File: src/hdl/rsnt_defines.vh
`ifndef RSNT_DEFINES_VH
`define RSNT_DEFINES_VH

// Command codes that select a register
`define RSNT_CMD_WRITE_PROTECT   8'h10
`define RSNT_CMD_SETPOINT        8'h21
`define RSNT_CMD_SLEW            8'h27
`define RSNT_CMD_FAULT_THR       8'h4F
`define RSNT_CMD_WARN_THR        8'h51

// Reset values
`define RSNT_RST_WRITE_PROTECT   8'h00
`define RSNT_RST_SETPOINT        16'h00C8
`define RSNT_RST_SLEW            16'h0004
`define RSNT_RST_FAULT_THR       16'h0096
`define RSNT_RST_WARN_THR        16'h00E1

// Write-protect codes
`define RSNT_WP_ALL              8'h80
`define RSNT_WP_KEEP_OP          8'h40
`define RSNT_WP_KEEP_SETPOINT    8'h20

// Field positions
`define RSNT_SLEW_MSB            2
`define RSNT_THR_MSB             9
`define RSNT_SETPOINT_MSB        7
`define RSNT_DATA_W              16

// Timing: one 8 mV step at the slowest rate of 12.5 mV/ms
`define RSNT_CLK_MHZ             200
`define RSNT_STEP_UV             8000
`define RSNT_RATE0_UV_PER_MS     12500
`define RSNT_STEP_US_AT_RATE0    (`RSNT_STEP_UV * 1000 / `RSNT_RATE0_UV_PER_MS)
`define RSNT_BASE_STEP_CYC       (`RSNT_STEP_US_AT_RATE0 * `RSNT_CLK_MHZ)

`endif

File: src/hdl/rsnt_ramp.v
`timescale 1ns/1ps
`include "rsnt_defines.vh"

module rsnt_ramp #(
    parameter integer P_BASE_STEP_CYC = `RSNT_BASE_STEP_CYC,
    parameter integer P_CNT_W         = 17,
    parameter integer P_REF_W         = 8,
    parameter integer P_SEL_W         = 3
) (
    // Clock and reset
    input  wire               i_core_clk,
    input  wire               i_rst,
    input  wire               i_ce,
    // Control
    input  wire               i_run,
    input  wire [P_REF_W-1:0] i_target,
    input  wire [P_SEL_W-1:0] i_rate_sel,
    // Result
    output reg  [P_REF_W-1:0] o_ref_code,
    output wire               o_ramping
);

    wire [31:0]        base32;
    wire [P_CNT_W-1:0] interval;
    reg  [P_CNT_W-1:0] cnt_r;
    reg                run_d_r;

    assign base32    = P_BASE_STEP_CYC;
    // Each code halves the step interval, doubling the rate
    assign interval  = base32[P_CNT_W-1:0] >> i_rate_sel;
    assign o_ramping = i_run & run_d_r & (o_ref_code != i_target);

    always @(posedge i_core_clk or posedge i_rst) begin
        if (i_rst) begin
            o_ref_code <= {P_REF_W{1'b0}};
            cnt_r      <= {P_CNT_W{1'b0}};
            run_d_r    <= 1'b0;
        end else if (i_ce) begin
            run_d_r <= i_run;
            if (!i_run) begin
                // Turn-off drops the reference at once, no slewing
                o_ref_code <= {P_REF_W{1'b0}};
                cnt_r      <= {P_CNT_W{1'b0}};
            end else if (!run_d_r) begin
                // Turn-on hands over the target directly; soft-start lies elsewhere
                o_ref_code <= i_target;
                cnt_r      <= {P_CNT_W{1'b0}};
            end else if (o_ref_code != i_target) begin
                // Compare with >= so a rate change mid-ramp cannot overshoot the count
                if (cnt_r >= interval - 1'b1) begin
                    cnt_r <= {P_CNT_W{1'b0}};
                    if (o_ref_code < i_target)
                        o_ref_code <= o_ref_code + 1'b1;
                    else
                        o_ref_code <= o_ref_code - 1'b1;
                end else begin
                    cnt_r <= cnt_r + 1'b1;
                end
            end else begin
                cnt_r <= {P_CNT_W{1'b0}};
            end
        end
    end

endmodule // rsnt_ramp

File: src/hdl/rsnt_regs.v
`timescale 1ns/1ps
`include "rsnt_defines.vh"

module rsnt_regs #(
    parameter integer P_BASE_STEP_CYC = `RSNT_BASE_STEP_CYC,
    parameter integer P_CNT_W         = 17
) (
    // Clock, reset and enable
    input  wire        i_core_clk,
    input  wire        i_rst,
    input  wire        i_ce,
    // Command port from the transaction engine
    input  wire [7:0]  i_cmd_code,
    input  wire        i_wr_en,
    input  wire [15:0] i_wr_data,
    input  wire        i_rd_en,
    output reg  [15:0] o_rd_data,
    output reg         o_rd_valid,
    output reg         o_wr_ack,
    output reg         o_wr_refused,
    output reg         o_cmd_unsupported,
    // Converter state
    input  wire        i_conv_on,
    // Thermistor sense
    input  wire [9:0]  i_thermistor_sense_code,
    // Results
    output wire [7:0]  o_output_reference_code,
    output wire        o_reference_ramping,
    output reg         o_external_overtemp_fault,
    output reg         o_external_overtemp_warning
);

    localparam integer SEL_W = `RSNT_SLEW_MSB + 1;
    localparam integer THR_W = `RSNT_THR_MSB + 1;
    localparam integer REF_W = `RSNT_SETPOINT_MSB + 1;
    localparam integer DW    = `RSNT_DATA_W;

    // Reset words are whole register images; only the stored field is kept
    localparam [DW-1:0] RST_SETPT = `RSNT_RST_SETPOINT;
    localparam [DW-1:0] RST_SLEW  = `RSNT_RST_SLEW;
    localparam [DW-1:0] RST_FLT   = `RSNT_RST_FAULT_THR;
    localparam [DW-1:0] RST_WRN   = `RSNT_RST_WARN_THR;

    // Stored fields
    reg [7:0]       write_protect_r;
    reg [REF_W-1:0] output_reference_setpoint_r;
    reg [SEL_W-1:0] reference_slew_rate_select_r;
    reg [THR_W-1:0] thermistor_fault_threshold_r;
    reg [THR_W-1:0] thermistor_warning_threshold_r;

    wire            cmd_known;
    wire            cmd_writable;

    // Is the command one of ours
    function is_mapped;
        input [7:0] cmd;
        begin
            case (cmd)
                `RSNT_CMD_WRITE_PROTECT: is_mapped = 1'b1;
                `RSNT_CMD_SETPOINT:      is_mapped = 1'b1;
                `RSNT_CMD_SLEW:          is_mapped = 1'b1;
                `RSNT_CMD_FAULT_THR:     is_mapped = 1'b1;
                `RSNT_CMD_WARN_THR:      is_mapped = 1'b1;
                default:                 is_mapped = 1'b0;
            endcase
        end
    endfunction

    // Write permission under the current protect code
    function wr_allowed;
        input [7:0] cmd;
        input [7:0] wp;
        begin
            case (wp)
                `RSNT_WP_ALL:
                    wr_allowed = (cmd == `RSNT_CMD_WRITE_PROTECT);
                `RSNT_WP_KEEP_OP:
                    wr_allowed = (cmd == `RSNT_CMD_WRITE_PROTECT);
                `RSNT_WP_KEEP_SETPOINT:
                    wr_allowed = (cmd == `RSNT_CMD_WRITE_PROTECT) ||
                                 (cmd == `RSNT_CMD_SETPOINT);
                default:
                    wr_allowed = 1'b1;
            endcase
        end
    endfunction

    // Read image, unused bits forced to zero
    function [15:0] rd_image;
        input [7:0]       cmd;
        input [7:0]       wp;
        input [REF_W-1:0] setpt;
        input [SEL_W-1:0] slew;
        input [THR_W-1:0] flt;
        input [THR_W-1:0] wrn;
        begin
            case (cmd)
                `RSNT_CMD_WRITE_PROTECT:
                    rd_image = {8'h00, wp};
                `RSNT_CMD_SETPOINT:
                    rd_image = {{(DW-REF_W){1'b0}}, setpt};
                `RSNT_CMD_SLEW:
                    rd_image = {{(DW-SEL_W){1'b0}}, slew};
                `RSNT_CMD_FAULT_THR:
                    rd_image = {{(DW-THR_W){1'b0}}, flt};
                `RSNT_CMD_WARN_THR:
                    rd_image = {{(DW-THR_W){1'b0}}, wrn};
                default:
                    rd_image = 16'h0000;
            endcase
        end
    endfunction

    assign cmd_known    = is_mapped(i_cmd_code);
    assign cmd_writable = wr_allowed(i_cmd_code, write_protect_r);

    // Register writes
    always @(posedge i_core_clk or posedge i_rst) begin
        if (i_rst) begin
            write_protect_r                <= `RSNT_RST_WRITE_PROTECT;
            output_reference_setpoint_r    <= RST_SETPT[REF_W-1:0];
            reference_slew_rate_select_r   <= RST_SLEW[SEL_W-1:0];
            thermistor_fault_threshold_r   <= RST_FLT[THR_W-1:0];
            thermistor_warning_threshold_r <= RST_WRN[THR_W-1:0];
        end else if (i_ce && i_wr_en && cmd_known && cmd_writable) begin
            case (i_cmd_code)
                `RSNT_CMD_WRITE_PROTECT:
                    write_protect_r <= i_wr_data[7:0];
                `RSNT_CMD_SETPOINT:
                    output_reference_setpoint_r <= i_wr_data[`RSNT_SETPOINT_MSB:0];
                `RSNT_CMD_SLEW:
                    reference_slew_rate_select_r <= i_wr_data[`RSNT_SLEW_MSB:0];
                `RSNT_CMD_FAULT_THR:
                    thermistor_fault_threshold_r <= i_wr_data[`RSNT_THR_MSB:0];
                `RSNT_CMD_WARN_THR:
                    thermistor_warning_threshold_r <= i_wr_data[`RSNT_THR_MSB:0];
                default: ;
            endcase
        end
    end

    // Write answer strobes
    always @(posedge i_core_clk or posedge i_rst) begin
        if (i_rst) begin
            o_wr_ack     <= 1'b0;
            o_wr_refused <= 1'b0;
        end else if (i_ce) begin
            o_wr_ack     <= i_wr_en & cmd_known & cmd_writable;
            // A protected write is dropped but still answered so the host can see it
            o_wr_refused <= i_wr_en & cmd_known & ~cmd_writable;
        end
    end

    // Read path; reads are never blocked by write protection
    always @(posedge i_core_clk or posedge i_rst) begin
        if (i_rst) begin
            o_rd_data  <= 16'h0000;
            o_rd_valid <= 1'b0;
        end else if (i_ce) begin
            o_rd_valid <= i_rd_en;
            if (i_rd_en) begin
                o_rd_data <= rd_image(i_cmd_code,
                                      write_protect_r,
                                      output_reference_setpoint_r,
                                      reference_slew_rate_select_r,
                                      thermistor_fault_threshold_r,
                                      thermistor_warning_threshold_r);
            end
        end
    end

    // Unsupported command flag
    always @(posedge i_core_clk or posedge i_rst) begin
        if (i_rst) begin
            o_cmd_unsupported <= 1'b0;
        end else if (i_ce) begin
            o_cmd_unsupported <= (i_wr_en | i_rd_en) & ~cmd_known;
        end
    end

    // Thermistor comparators; a falling voltage means rising temperature
    always @(posedge i_core_clk or posedge i_rst) begin
        if (i_rst) begin
            o_external_overtemp_fault   <= 1'b0;
            o_external_overtemp_warning <= 1'b0;
        end else if (i_ce) begin
            o_external_overtemp_fault <=
                (i_thermistor_sense_code < thermistor_fault_threshold_r);
            o_external_overtemp_warning <=
                (i_thermistor_sense_code < thermistor_warning_threshold_r);
        end
    end

    // Reference ramp generator
    rsnt_ramp #(
        .P_BASE_STEP_CYC (P_BASE_STEP_CYC),
        .P_CNT_W         (P_CNT_W),
        .P_REF_W         (REF_W),
        .P_SEL_W         (SEL_W)
    ) u_ramp (
        .i_core_clk (i_core_clk),
        .i_rst      (i_rst),
        .i_ce       (i_ce),
        .i_run      (i_conv_on),
        .i_target   (output_reference_setpoint_r),
        .i_rate_sel (reference_slew_rate_select_r),
        .o_ref_code (o_output_reference_code),
        .o_ramping  (o_reference_ramping)
    );

endmodule // rsnt_regs

File: config.mk
export PLATFORM = sky130hd
export DESIGN_NAME = rsnt_regs
export DESIGN_NICKNAME = d
export VERILOG_FILES = /design/src/hdl/rsnt_ramp.v /design/src/hdl/rsnt_regs.v
export VERILOG_INCLUDE_DIRS = /design/src /design/src/hdl
export SDC_FILE = /design/constraint.sdc
export NUM_CORES = 1
export LEC_CHECK = 0
export ABC_AREA = 1
export ABC_CLOCK_PERIOD_IN_PS = 5300
export BUFFER_PORTS_ARGS = -buffer_cell sky130_fd_sc_hd__buf_2
export CORE_MARGIN = 2
export CORE_UTILIZATION = 50
export DETAILED_ROUTE_END_ITERATION = 16
export PLACE_DENSITY = 0.71
export SLEW_MARGIN = 10
export SYNTH_ARGS = -nofsm -noshare
export SYNTH_HDL_FRONTEND = slang
export SYNTH_SLANG_ARGS = --single-unit
File: constraint.sdc
create_clock -name i_core_clk -period 5.3 [get_ports i_core_clk]
set_input_delay 1.06 -clock i_core_clk [delete_from_list [all_inputs] [get_ports i_core_clk]]
set_output_delay 1.06 -clock i_core_clk [all_outputs]
set_load 0.01 [all_outputs]
== Word-level counts from Yosys, hierarchy flattened ==
Index checks and enable logic that the tools add are counted.

* RAM bits: 0
* Memories: 0
* Bits in registers: 87
* Bits in latches: 0
* Word-level logic and storage cells: 69
* Bits in read-only memories: 0
* Input port bits: 40

* Add/subtract/negate cells: 4
* Muxes and demuxes: 12
* Equal/unequal tests: 11
* Reductions and logical operators: 13
* Bitwise operators: 9
* Divide/modulo/power cells: 0
* $lt $le $gt $ge: 4
* Shift operators: 1
* $mul: 0

{| class="wikitable"
|+ Operators by type and width
! kind !! count
|-
| $mux 17 || 4
|-
| $pmux 10 s5 || 1
|-
| $mux 8 || 5
|-
| $eq 8x6->1 const B || 3
|-
| $eq 8x7->1 const B || 3
|-
| $lt 10x10->1 || 2
|-
| $add 17x1->17 const B || 1
|-
| $ge 17x17->1 || 1
|-
| $shr 17x3->17 const A || 1
|-
| $sub 17x1->17 const B || 1
|-
| $reduce_and 2->1 || 6
|-
| $add 8x1->8 const B || 1
|-
| $eq 8x5->1 const B || 1
|-
| $eq 8x8->1 const B || 1
|-
| $lt 8x8->1 || 1
|-
| $ne 8x8->1 || 1
|-
| $sub 8x1->8 const B || 1
|-
| $and 1x1->1 || 6
|-
| $ne 3x3->1 const B || 2
|-
| $reduce_or 5->1 || 1
|-
| $logic_and 1x1->1 || 3
|-
| $reduce_and 3->1 || 1
|-
| $not 1->1 || 2
|-
| $pmux 1 s2 || 1
|-
| other kinds (4) || 4
|}

== Logic depth before layout (Yosys ltp) ==
Gate-level depths: netlist of run 1.

* Word-level depth: 7
* Gate-level depth with buffers: 20
* Depth with buffers taken out: 20

== By module ==
From an unflattened synthesis of run 1, not the netlist that was laid out.

* Cell total of the unflattened synthesis: 771
* Area, all modules: 5659.2 µm²

{| class="wikitable"
|+ By module, submodules not included
! module !! cells each !! area each (µm²) !! times used !! seq. area each (µm²)
|-
| rsnt_regs || 420 || 3224.3 || 1 || 1391.3
|-
| rsnt_ramp || 351 || 2434.8 || 1 || 650.6
|}

== Worst setup path before layout of run 1 ==
OpenSTA, ideal clock, no wires.

* Path type: register -> register
* From: register output_reference_setpoint_r[7]
* To: register u_ramp.o_ref_code[5]
* Data required time: 5.182 ns
* Path buffers: 0
* Stages on the path, launching flop included: 17
* Data arrival time: 2.476 ns
* Period minus slack after synthesis: 2.594 ns
* Path slack: 2.706 ns
* Library setup time: 0.118 ns
* Cell sequence: dfstp_2 inv_1 ha_1 a21o_1 nor2_1 nand2_1 ha_1 a21oi_1 nand2_1 nand3_1 nand2_1 nand2_1 nand2_1 o21ai_0 inv_1 nand3_1 nand2_1

* Cells in the longest elaborated chain, start to end: 6
* Elaborated cells between the ends (all ways): 9

{| class="wikitable"
|+ Ends and longest elaborated chain
! what !! RTL line !! text
|-
| from (decl) || rsnt_regs.v:46 || <nowiki>reg [REF_W-1:0] output_reference_setpoint_r;</nowiki>
|-
| from (signal assigned) || rsnt_regs.v:121 || <nowiki>output_reference_setpoint_r <= RST_SETPT[REF_W-1:0];</nowiki>
|-
| from (signal assigned) || rsnt_regs.v:130 || <nowiki>output_reference_setpoint_r <= i_wr_data[`RSNT_SETPOINT_MSB:0];</nowiki>
|-
| $lt 8x8->1 || rsnt_ramp.v:52 || <nowiki>if (o_ref_code < i_target)</nowiki>
|-
| $mux 8 || rsnt_ramp.v:52 ||
|-
| $mux 8 || rsnt_ramp.v:50 || <nowiki>if (cnt_r >= interval - 1'b1) begin</nowiki>
|-
| $mux 8 || rsnt_ramp.v:48 || <nowiki>end else if (o_ref_code != i_target) begin</nowiki>
|-
| $mux 8 || rsnt_ramp.v:44 || <nowiki>end else if (!run_d_r) begin</nowiki>
|-
| $mux 8 || rsnt_ramp.v:40 || <nowiki>if (!i_run) begin</nowiki>
|-
| to (signal assigned) || rsnt_ramp.v:42 || <nowiki>o_ref_code <= {P_REF_W{1'b0}};</nowiki>
|-
| to (signal assigned) || rsnt_ramp.v:46 || <nowiki>o_ref_code <= i_target;</nowiki>
|-
| to (signal assigned) || rsnt_ramp.v:53 || <nowiki>o_ref_code <= o_ref_code + 1'b1;</nowiki>
|-
| to (decl) || rsnt_ramp.v:19 || <nowiki>output reg [P_REF_W-1:0] o_ref_code,</nowiki>
|}

Several ways; a longest one is shown, not always the timed one. The select of a mux whose other input is x is not followed.
A chain may end at the register's enable or synchronous reset.

== Worst setup path in the final report of run 1 ==
* From: register reference_slew_rate_select_r[2]
* To: register u_ramp.cnt_r[14]

* Cells in the longest elaborated chain, start to end: 7

{| class="wikitable"
|+ Ends and longest elaborated chain
! what !! RTL line !! text
|-
| from (decl) || rsnt_regs.v:47 || <nowiki>reg [SEL_W-1:0] reference_slew_rate_select_r;</nowiki>
|-
| from (signal assigned) || rsnt_regs.v:122 || <nowiki>reference_slew_rate_select_r <= RST_SLEW[SEL_W-1:0];</nowiki>
|-
| from (signal assigned) || rsnt_regs.v:132 || <nowiki>reference_slew_rate_select_r <= i_wr_data[`RSNT_SLEW_MSB:0];</nowiki>
|-
| $shr 17x3->17 || rsnt_ramp.v:30 || <nowiki>assign interval = base32[P_CNT_W-1:0] >> i_rate_sel;</nowiki>
|-
| $sub 17x1->17 || rsnt_ramp.v:50 ||
|-
| $ge 17x17->1 || rsnt_ramp.v:50 ||
|-
| $mux 17 || rsnt_ramp.v:50 ||
|-
| $mux 17 || rsnt_ramp.v:48 ||
|-
| $mux 17 || rsnt_ramp.v:44 ||
|-
| $mux 17 || rsnt_ramp.v:40 ||
|-
| to (signal assigned) || rsnt_ramp.v:43 || <nowiki>cnt_r <= {P_CNT_W{1'b0}};</nowiki>
|-
| to (signal assigned) || rsnt_ramp.v:47 || <nowiki>cnt_r <= {P_CNT_W{1'b0}};</nowiki>
|-
| to (signal assigned) || rsnt_ramp.v:51 || <nowiki>cnt_r <= {P_CNT_W{1'b0}};</nowiki>
|-
| to (decl) || rsnt_ramp.v:25 || <nowiki>reg [P_CNT_W-1:0] cnt_r;</nowiki>
|}

No other way between the ends.

==> results of run 1 <==
per-layer routing:
metal	GRT usage	vias up	share of wire
met5	0	-	0
met4	0.0842	0	0.021
met3	0.0371	27	0.054
met2	0.394	145	0.45
met1	0.328	2402	0.47
li1	-	2549	-
registers in the layout, summed over array words and instances, names as in the netlist, 3 cells and up:
name and cells:
write_protect_r 8, u_ramp.o_ref_code 8, output_reference_setpoint_r 8, o_rd_data 10, thermistor_fault_threshold_r 10, reference_slew_rate_select_r 3, u_ramp.cnt_r 17, thermistor_warning_threshold_r 10
how the worst max path moves through the flow:
stage	slack (ns)	depth (start not counted)	end
floorplan	2.18	1	o_cmd_unsupported
global placement	1.94	11	thermistor_fault_threshold_r[6]
detailed placement	1.85	13	thermistor_fault_threshold_r[0]
CTS	2.15	13	u_ramp.cnt_r[14]
global route	1.71	13	u_ramp.cnt_r[14]
finish	2.14	13	u_ramp.cnt_r[14]
placed cells by master (no fill, tap or decap), types with 3 or more instances in the layout:
cell type	Yosys	layout
nand2_1	225	225
inv_1	90	89
dfrtp_1	69	69
buf_2	7	58
nor2_1	51	51
ha_1	47	47
o21ai_0	39	39
nand4_1	35	35
nand3_1	33	33
a21oi_1	31	31
dfstp_2	12	12
nor3_1	11	11
clkbuf_8	0	9
o21ai_1	8	8
o21ai_2	8	8
inv_2	7	7
xor2_1	6	6
conb_1	1	6
o31ai_1	5	5
o2111ai_1	5	5
nand3b_1	5	5
o211ai_1	4	4
o22ai_1	4	4
nand2_2	3	3
nand3_2	3	3
cells by family (layout without fill, tap and decap cells):
group | after synthesis | count (layout)
other | 1 | 6
adders and majority gates | 48 | 48
AOI/OAI and AO/OA | 111 | 111
DFF | 81 | 81
buffers and inverters | 122 | 174
xor gates and xnor gates | 6 | 6
and+or+nand+nor | 374 | 374
final cells by class:
| cell class | instances | area (um^2) | area share |
|---|---|---|---|
| multi-input cells | 545 | 2990 | 0.490 |
| flip-flops and latches | 81 | 2040 | 0.334 |
| inverters | 99 | 375 | 0.0615 |
| repair buffers | 59 | 298 | 0.0488 |
| well taps | 140 | 175 | 0.0287 |
| clock buffers | 9 | 124 | 0.0203 |
| clock inverters | 7 | 103 | 0.0168 |
stage by stage:
| step | hold slack (ns) | power, mW | setup slack, ns |
|---|---|---|---|
| after floorplan | 0.442 | 1.19 | 2.18 |
| after CTS | 0.469 | 1.87 | 2.15 |
| final | 0.470 | 1.87 | 2.14 |
| after global routing | 0.491 | 2.02 | 1.71 |
| after detailed placement | 0.455 | 1.35 | 1.85 |
| after global placement | 0.449 | 1.32 | 1.94 |
power groups by stage:
stage                     clock (mW)  sequential (mW)  combinational [mW]
after CTS                      0.531            0.678               0.663
after detailed placement           0            0.690               0.658
after floorplan                    0            0.694               0.500
after global placement             0            0.689               0.634
after global routing           0.558            0.683               0.779
final                          0.526            0.678               0.665
worst reg2reg max path, cell delays in order (launching register included):
cell,delay (ns)
dfstp_2,0.59
clkinv_1,0.22
nor2_1,0.23
a21oi_1,0.07
ha_1,0.28
nand2_1,0.10
inv_1,0.04
a21oi_1,0.13
nand3_1,0.08
nand2_1,0.06
nand3_1,0.13
nor2_1,0.80
o21ai_0,0.21
o21ai_1,0.17
==> metrics.csv, run 1 <==
stage,metric,value,unit
synthesis,synth-simple-area-share,0.300,
sta,maxSlewViolCount,0,
floorplanning,die_w,109,um
sta,slew_headroom,0.318,
pwr,pwr-share-clk,0.281,
routing,drtAntennaViolNets,0,
worst_hold_path,hold_start,thermistor_fault_threshold_r[1],
synthesis,synth_compound_area_frac,0.118,
worst_setup_path,worstSetupEndpointType,flop,
floorplanning,die_area,0.0119,mm^2
grt,grt_pass1_vias,4936,
clock_tree,clk_pin_slew,0.09,ns
cells_and_area,drive_gt1_frac,0.146,
floorplanning,core,0.0108,mm^2
grt,grt_usage,0.242,
clock_tree,cts_buffers,9,
clock_tree,insertion_delay,0.37,ns
synthesis,synth_most_common_cell,nand2_1,
pwr,sw_frac_of_total,0.378,
job,cap_violations,0,
grt,antenna_found_initial,0,
sta,finalHoldViolCount,0,
worst_setup_path,worst-path-buf-inv,2,
cells_and_area,utilization,0.566,
clock_tree,post_cts_buffers,0,
clock_tree,cts_tree,done,
clock_tree,clockRootBuffer,clkbuf_8,
placed_design,place.gp.congestion,0.896,
synthesis,async_flop_share,1.00,
run_status,status,"complete, no violations",
worst_setup_path,reg2reg_from,reference_slew_rate_select_r[2],
synthesis,synth.area.top_cells,"dfrtp_1, nand2_1, ha_1",
pwr,power.density,306,mW/mm^2
sta,finClkSkew,0.00784,ns
cells_and_area,stdcell_count,940,
pwr,ir_drop,247,uV
pwr,p_comb_frac,0.356,
sta,fin_crit,3.16,ns
cells_and_area,nets,883,
pwr,leakage,3.13,nW
worst_setup_path,ff2ff_path_depth,13,
routing,viasPerCell,5.45,
pwr,switchingPower,707,uW
placed_design,dp_cells,924,
worst_hold_path,hp-class,flop to flop,
synthesis,synthXorXnorAreaFrac,0.00952,
synthesis,ys.flop_type,dfrtp_1,
synthesis,synth_top_area_share,0.313,
worst_setup_path,arrival,3.46,ns
sta,period_share,0.597,
worst_setup_path,slowest_stage,nor2_1,
grt,grt_max_degree,50,
placed_design,port_buffers,58,
synthesis,synth_top_family_by_area,simple AND/OR/NAND/NOR gates,
worst_setup_path,r2r-end,u_ramp.cnt_r[14],
pwr,p_int,1.16,mW
worst_hold_path,hold_end,thermistor_fault_threshold_r[1],
clock_tree,htree_levels,3,
grt,grt_pass1_wl,22700,um
floorplanning,rows,38,
routing,routedWlPerCell,14.5,um
clock_tree,clock-sinks,81,
worst_setup_path,crit_family,simple AND/OR/NAND/NOR gates,
synthesis,synth_cell_types,42,
worst_setup_path,critical-path-max-stage-delay,0.80,ns
sta,worst_pin_slew,1.02,ns
worst_hold_path,holdPathStages,2,
clock_tree,cts-resized-gates,0,
synthesis,synthAdderAreaFrac,0.110,
cells_and_area,postLayoutCellArea,0.00611,mm^2
routing,drc,0,
synthesis,synth_area,0.00552,mm^2
worst_setup_path,critical_path_class,flop to flop,
grt,overflow,0,
worst_setup_path,crit_required,5.60,ns
synthesis,synth_edf_count,0,
clock_tree,clockBufferDepth,2,
cells_and_area,fill_cells,1002,
sta,rsz0062_at_grt,no,
worst_setup_path,start_kind,flop,
worst_setup_path,crit_start,reference_slew_rate_select_r[2],
pwr,pwr-share-seq,0.363,
worst_setup_path,critPathMaxFanout,15,
sta,tns,0,ns
synthesis,muxShareOfSynthArea,0,
synthesis,synth_top_cells_by_count,"nand2_1, inv_1, dfrtp_1",
sta,setup_viol,0,
clock_tree,ctsHoldBuffers,0,
worst_setup_path,setup.reg_to_reg.worst_slack,2.14,ns
floorplanning,start_util,0.512,
synthesis,synthCells,743,
floorplanning,ios,71,
synthesis,yosys_warnings,0,
synthesis,synth_seq_area_share,0.370,
worst_setup_path,worstPathCellList,clkinv_1 > nor2_1 > a21oi_1 > ha_1 > nand2_1 > inv_1 > a21oi_1 > nand3_1 > nand2_1 > nand3_1 > nor2_1 > o21ai_0 > o21ai_1,
floorplanning,chipHeight,109,um
placed_design,place_area,0.00588,mm^2
routing,drt_iter0_markers,443,
synthesis,ys_seq_elements,81,
synthesis,syn_area_per_cell,7.43,um^2
synthesis,yosys.area.top_type,dfrtp_1,
placed_design,hpwlAfterDp,10300,um
cells_and_area,syn_to_final_growth,10.6,%
sta,fmax,316,MHz
routing,drt_wl_total,13600,um
cells_and_area,diodes,0,
routing,drt-pass1-iter-count,7,
routing,vias,5123,
(Power assumes the default switching activity.)
==> run 2: changes to the inputs <==
--- a/config.mk
+++ b/config.mk
@@ -6,13 +6,13 @@
 export SDC_FILE = /design/constraint.sdc
 export NUM_CORES = 1
 export LEC_CHECK = 0
-export ABC_AREA = 1
-export ABC_CLOCK_PERIOD_IN_PS = 5300
+export ABC_AREA = 0
+export ABC_CLOCK_PERIOD_IN_PS = 2600
 export BUFFER_PORTS_ARGS = -buffer_cell sky130_fd_sc_hd__buf_2
 export CORE_MARGIN = 2
 export CORE_UTILIZATION = 50
 export DETAILED_ROUTE_END_ITERATION = 16
-export PLACE_DENSITY = 0.71
+export PLACE_DENSITY = 0.74
 export SLEW_MARGIN = 10
 export SYNTH_ARGS = -nofsm -noshare
 export SYNTH_HDL_FRONTEND = slang
==> constraint.sdc (replaced) <==
create_clock -name i_core_clk -period 2.6 [get_ports i_core_clk]
set_input_delay 0.52 -clock i_core_clk [delete_from_list [all_inputs] [get_ports i_core_clk]]
set_output_delay 0.52 -clock i_core_clk [all_outputs]
set_load 0.01 [all_outputs]
==> run 2 against run 1 <==
  * The flow now finishes with violations (setup timing)
  * Hold slack worse by 0.23 ns
  * Combinational power rose to 4.9 times the previous value
  * Die area down 5.1%
  * Non-clock buffer count up 61
  * Critical endpoint is now u_ramp.o_ref_code[6]
  * Largest power group is now combinational cells
==> metrics.csv, run 2 <==
stage,metric,value,unit
cells_and_area,syn_to_final_growth,26.8,%
routing,routedWlPerCell,18.6,um
cells_and_area,stdcell_count,770,
synthesis,ys_seq_elements,81,
worst_setup_path,arrival,3.08,ns
synthesis,yosys_warnings,0,
placed_design,dp_cells,735,
sta,finalHoldViolCount,0,
synthesis,synth.area.top_cells,"dfrtp_1, ha_1, mux2_2",
sta,fin_crit,2.82,ns
cells_and_area,final_common_cell,dfrtp_1,
synthesis,synth_cell_types,59,
worst_hold_path,hp-class,primary input to asynchronous set/reset pin,
synthesis,synth_area,0.00523,mm^2
sta,worst_pin_slew,0.958,ns
placed_design,place_area,0.00599,mm^2
run_status,status,finished with violations,
routing,drt_iter0_markers,270,
cells_and_area,postLayoutCellArea,0.00663,mm^2
worst_setup_path,worstSetupEndpointType,flop,
placed_design,hpwlAfterDp,9830,um
synthesis,synth_most_common_cell,dfrtp_1,
floorplanning,core,0.0102,mm^2
job,cap_violations,0,
placed_design,place.gp.congestion,0.889,
pwr,leakage,3.09,nW
cells_and_area,final_cell_mix,"dfrtp_1, buf_2, buf_4, ha_1, mux2_2",
routing,drtAntennaViolNets,0,
synthesis,synth_top_cells_by_count,"dfrtp_1, ha_1, mux2_2",
floorplanning,start_util,0.511,
floorplanning,ios,71,
synthesis,syn_area_per_cell,10.1,um^2
sta,slew_headroom,0.357,
cells_and_area,fill_cells,827,
cells_and_area,nets,716,
grt,grt_max_degree,82,
clock_tree,clk_pin_slew,0.09,ns
routing,drc,0,
routing,drt-pass1-iter-count,8,
run_status,violations,setup timing,
pwr,power.density,834,mW/mm^2
synthesis,yosys.area.top_type,dfrtp_1,
floorplanning,die_area,0.0113,mm^2
sta,finClkSkew,0.0147,ns
synthesis,ys.flop_type,dfrtp_1,
synthesis,synth_top_area_share,0.330,
sta,rsz0062_at_grt,yes,
floorplanning,die_w,106,um
sta,period_share,1.08,
routing,viasPerCell,5.94,
clock_tree,clockRootBuffer,clkbuf_8,
clock_tree,insertion_delay,0.36,ns
clock_tree,htree_levels,3,
floorplanning,rows,37,
cells_and_area,top_register,u_ramp.cnt_r,
clock_tree,clockBufferDepth,2,
grt,overflow,0,
placed_design,port_buffers,58,
worst_setup_path,crit_required,2.86,ns
sta,maxSlewViolCount,0,
routing,drt_wl_total,14400,um
grt,grt_usage,0.252,
clock_tree,ctsHoldBuffers,0,
sta,fmax,355,MHz
routing,vias,4573,
placed_design,dp_slack,-0.362,ns
worst_setup_path,critical_path_class,flop to flop,
sta,setup_viol,9,
synthesis,synth_seq_area_share,0.390,
cells_and_area,drive_gt1_frac,0.378,
synthesis,synthCells,516,
sta,layout_setup_ws,-0.219,ns
synthesis,synth_edf_count,0,
synthesis,async_flop_share,1.00,
clock_tree,cts_buffers,9,
worst_setup_path,critPathMaxFanout,6,
clock_tree,clock-sinks,81,
pwr,ir_drop,1150,uV
grt,grt_pass1_wl,22700,um
clock_tree,cts_tree,done,
grt,antenna_found_initial,1,
grt,grt_pass1_vias,4605,
cells_and_area,largest_reg_flops,17,
worst_setup_path,start_kind,flop,
floorplanning,chipHeight,106,um
==> run 2: cell types whose count changed after synthesis, sizes merged, moves of 8 or more <==
cell,change
o311ai,+14
nor2,-35
nand3,-21
nor3b,+17
and3,+12
a21o,+8
nand4,-32
nand2,-199
o21ai,-32
clkbuf,+8
o21a,+12
inv,-64
mux2,+40
==> run 2: per-stage QoR <==
stage	power [mW]	TNS, ns	utilization	hold WS [ns]
after detailed placement	3.61	-0.978	0.586	0.465
after global routing	5.83	-2.41	0.648	0.273
after CTS	5.06	-0.324	0.624	0.250
after global placement	3.47	-0.404	0.586	0.457
final	5.53	-1.13	0.648	0.237
after floorplan	2.80	-0.200	-	0.481
==> run 2: cell type report <==
class / count / area [um^2] / area share
Sequential cell: 81 / 2040 / 0.308
Clock inverter: 4 / 27.5 / 0.00415
Multi-Input combinational cell: 382 / 3270 / 0.492
Tap cell: 136 / 170 / 0.0257
Inverter: 34 / 129 / 0.0194
Timing Repair Buffer: 120 / 840 / 0.127
Antenna cell: 1 / 2.50 / 0.000377
Clock buffer: 12 / 155 / 0.0234
==> run 2: logic make-up after synthesis <==
kind of cell	share of synthesized area
AO/OA/AOI/OAI	0.188
AND/OR/NAND/NOR	0.144
flip-flops	0.390
buffers and inverters	0.0464
adder cells (fa/ha/maj)	0.116
multiplexers	0.0995
XOR/XNOR	0.0151
other	0.000717
==> run 2: worst max-delay path, cell delays in order, from the launching register on <==
cell and delay, ns:
dfstp_2 0.55, inv_2 0.05, ha_4 0.27, a21oi_4 0.18, o21ai_4 0.08, nand2b_4 0.19
fa_2 0.36, a21o_1 0.19, a31o_2 0.21, a21oi_2 0.18, xnor2_1 0.16, mux2i_1 0.11
o31ai_1 0.20
==> run 2: final timing paths <==
check | from | slack (ns) | to | cells after the start
min in group i_core_clk | i_wr_data[8] | 0.41 | thermistor_warning_threshold_r[8] | 2
hold reg to reg | o_rd_data[7] | 0.48 | o_rd_data[7] | 2
setup reg to reg | output_reference_setpoint_r[7] | -0.22 | u_ramp.o_ref_code[6] | 12
setup / recovery | output_reference_setpoint_r[7] | -0.22 | u_ramp.o_ref_code[6] | 12
max in group asynchronous | i_rst | 1.98 | thermistor_fault_threshold_r[2] | 3
hold / removal | i_rst | 0.24 | u_ramp.cnt_r[7] | 3
==> run 2: what timing repair did <==
| action | CTS | global route |
|---|---|---|
| setup buffers | 10 | 6 |
| pin swaps | 19 | 20 |
| gates cloned | 0 | 2 |
| endpoints found under the setup margin | 11 | 25 |
| gates resized for setup | 27 | 36 |
==> run 2: where the power goes <==
| group | switching [mW] | leakage, nW | internal, mW |
|---|---|---|---|
| Combinational | 1.62 | 1.93 | 1.66 |
| Sequential | 0.0562 | 1.07 | 1.33 |
| Clock | 0.468 | 0.0846 | 0.398 |
| Total | 2.15 | 3.09 | 3.39 |
==> run 2: layer usage <==
layer / part of all wire / up-vias / GRT usage
met4: 0.025 / 0 / 0.0808
li1: - / 2145 / -
met5: 0 / - / 0
met2: 0.50 / 154 / 0.428
met1: 0.43 / 2239 / 0.330
met3: 0.047 / 35 / 0.0399
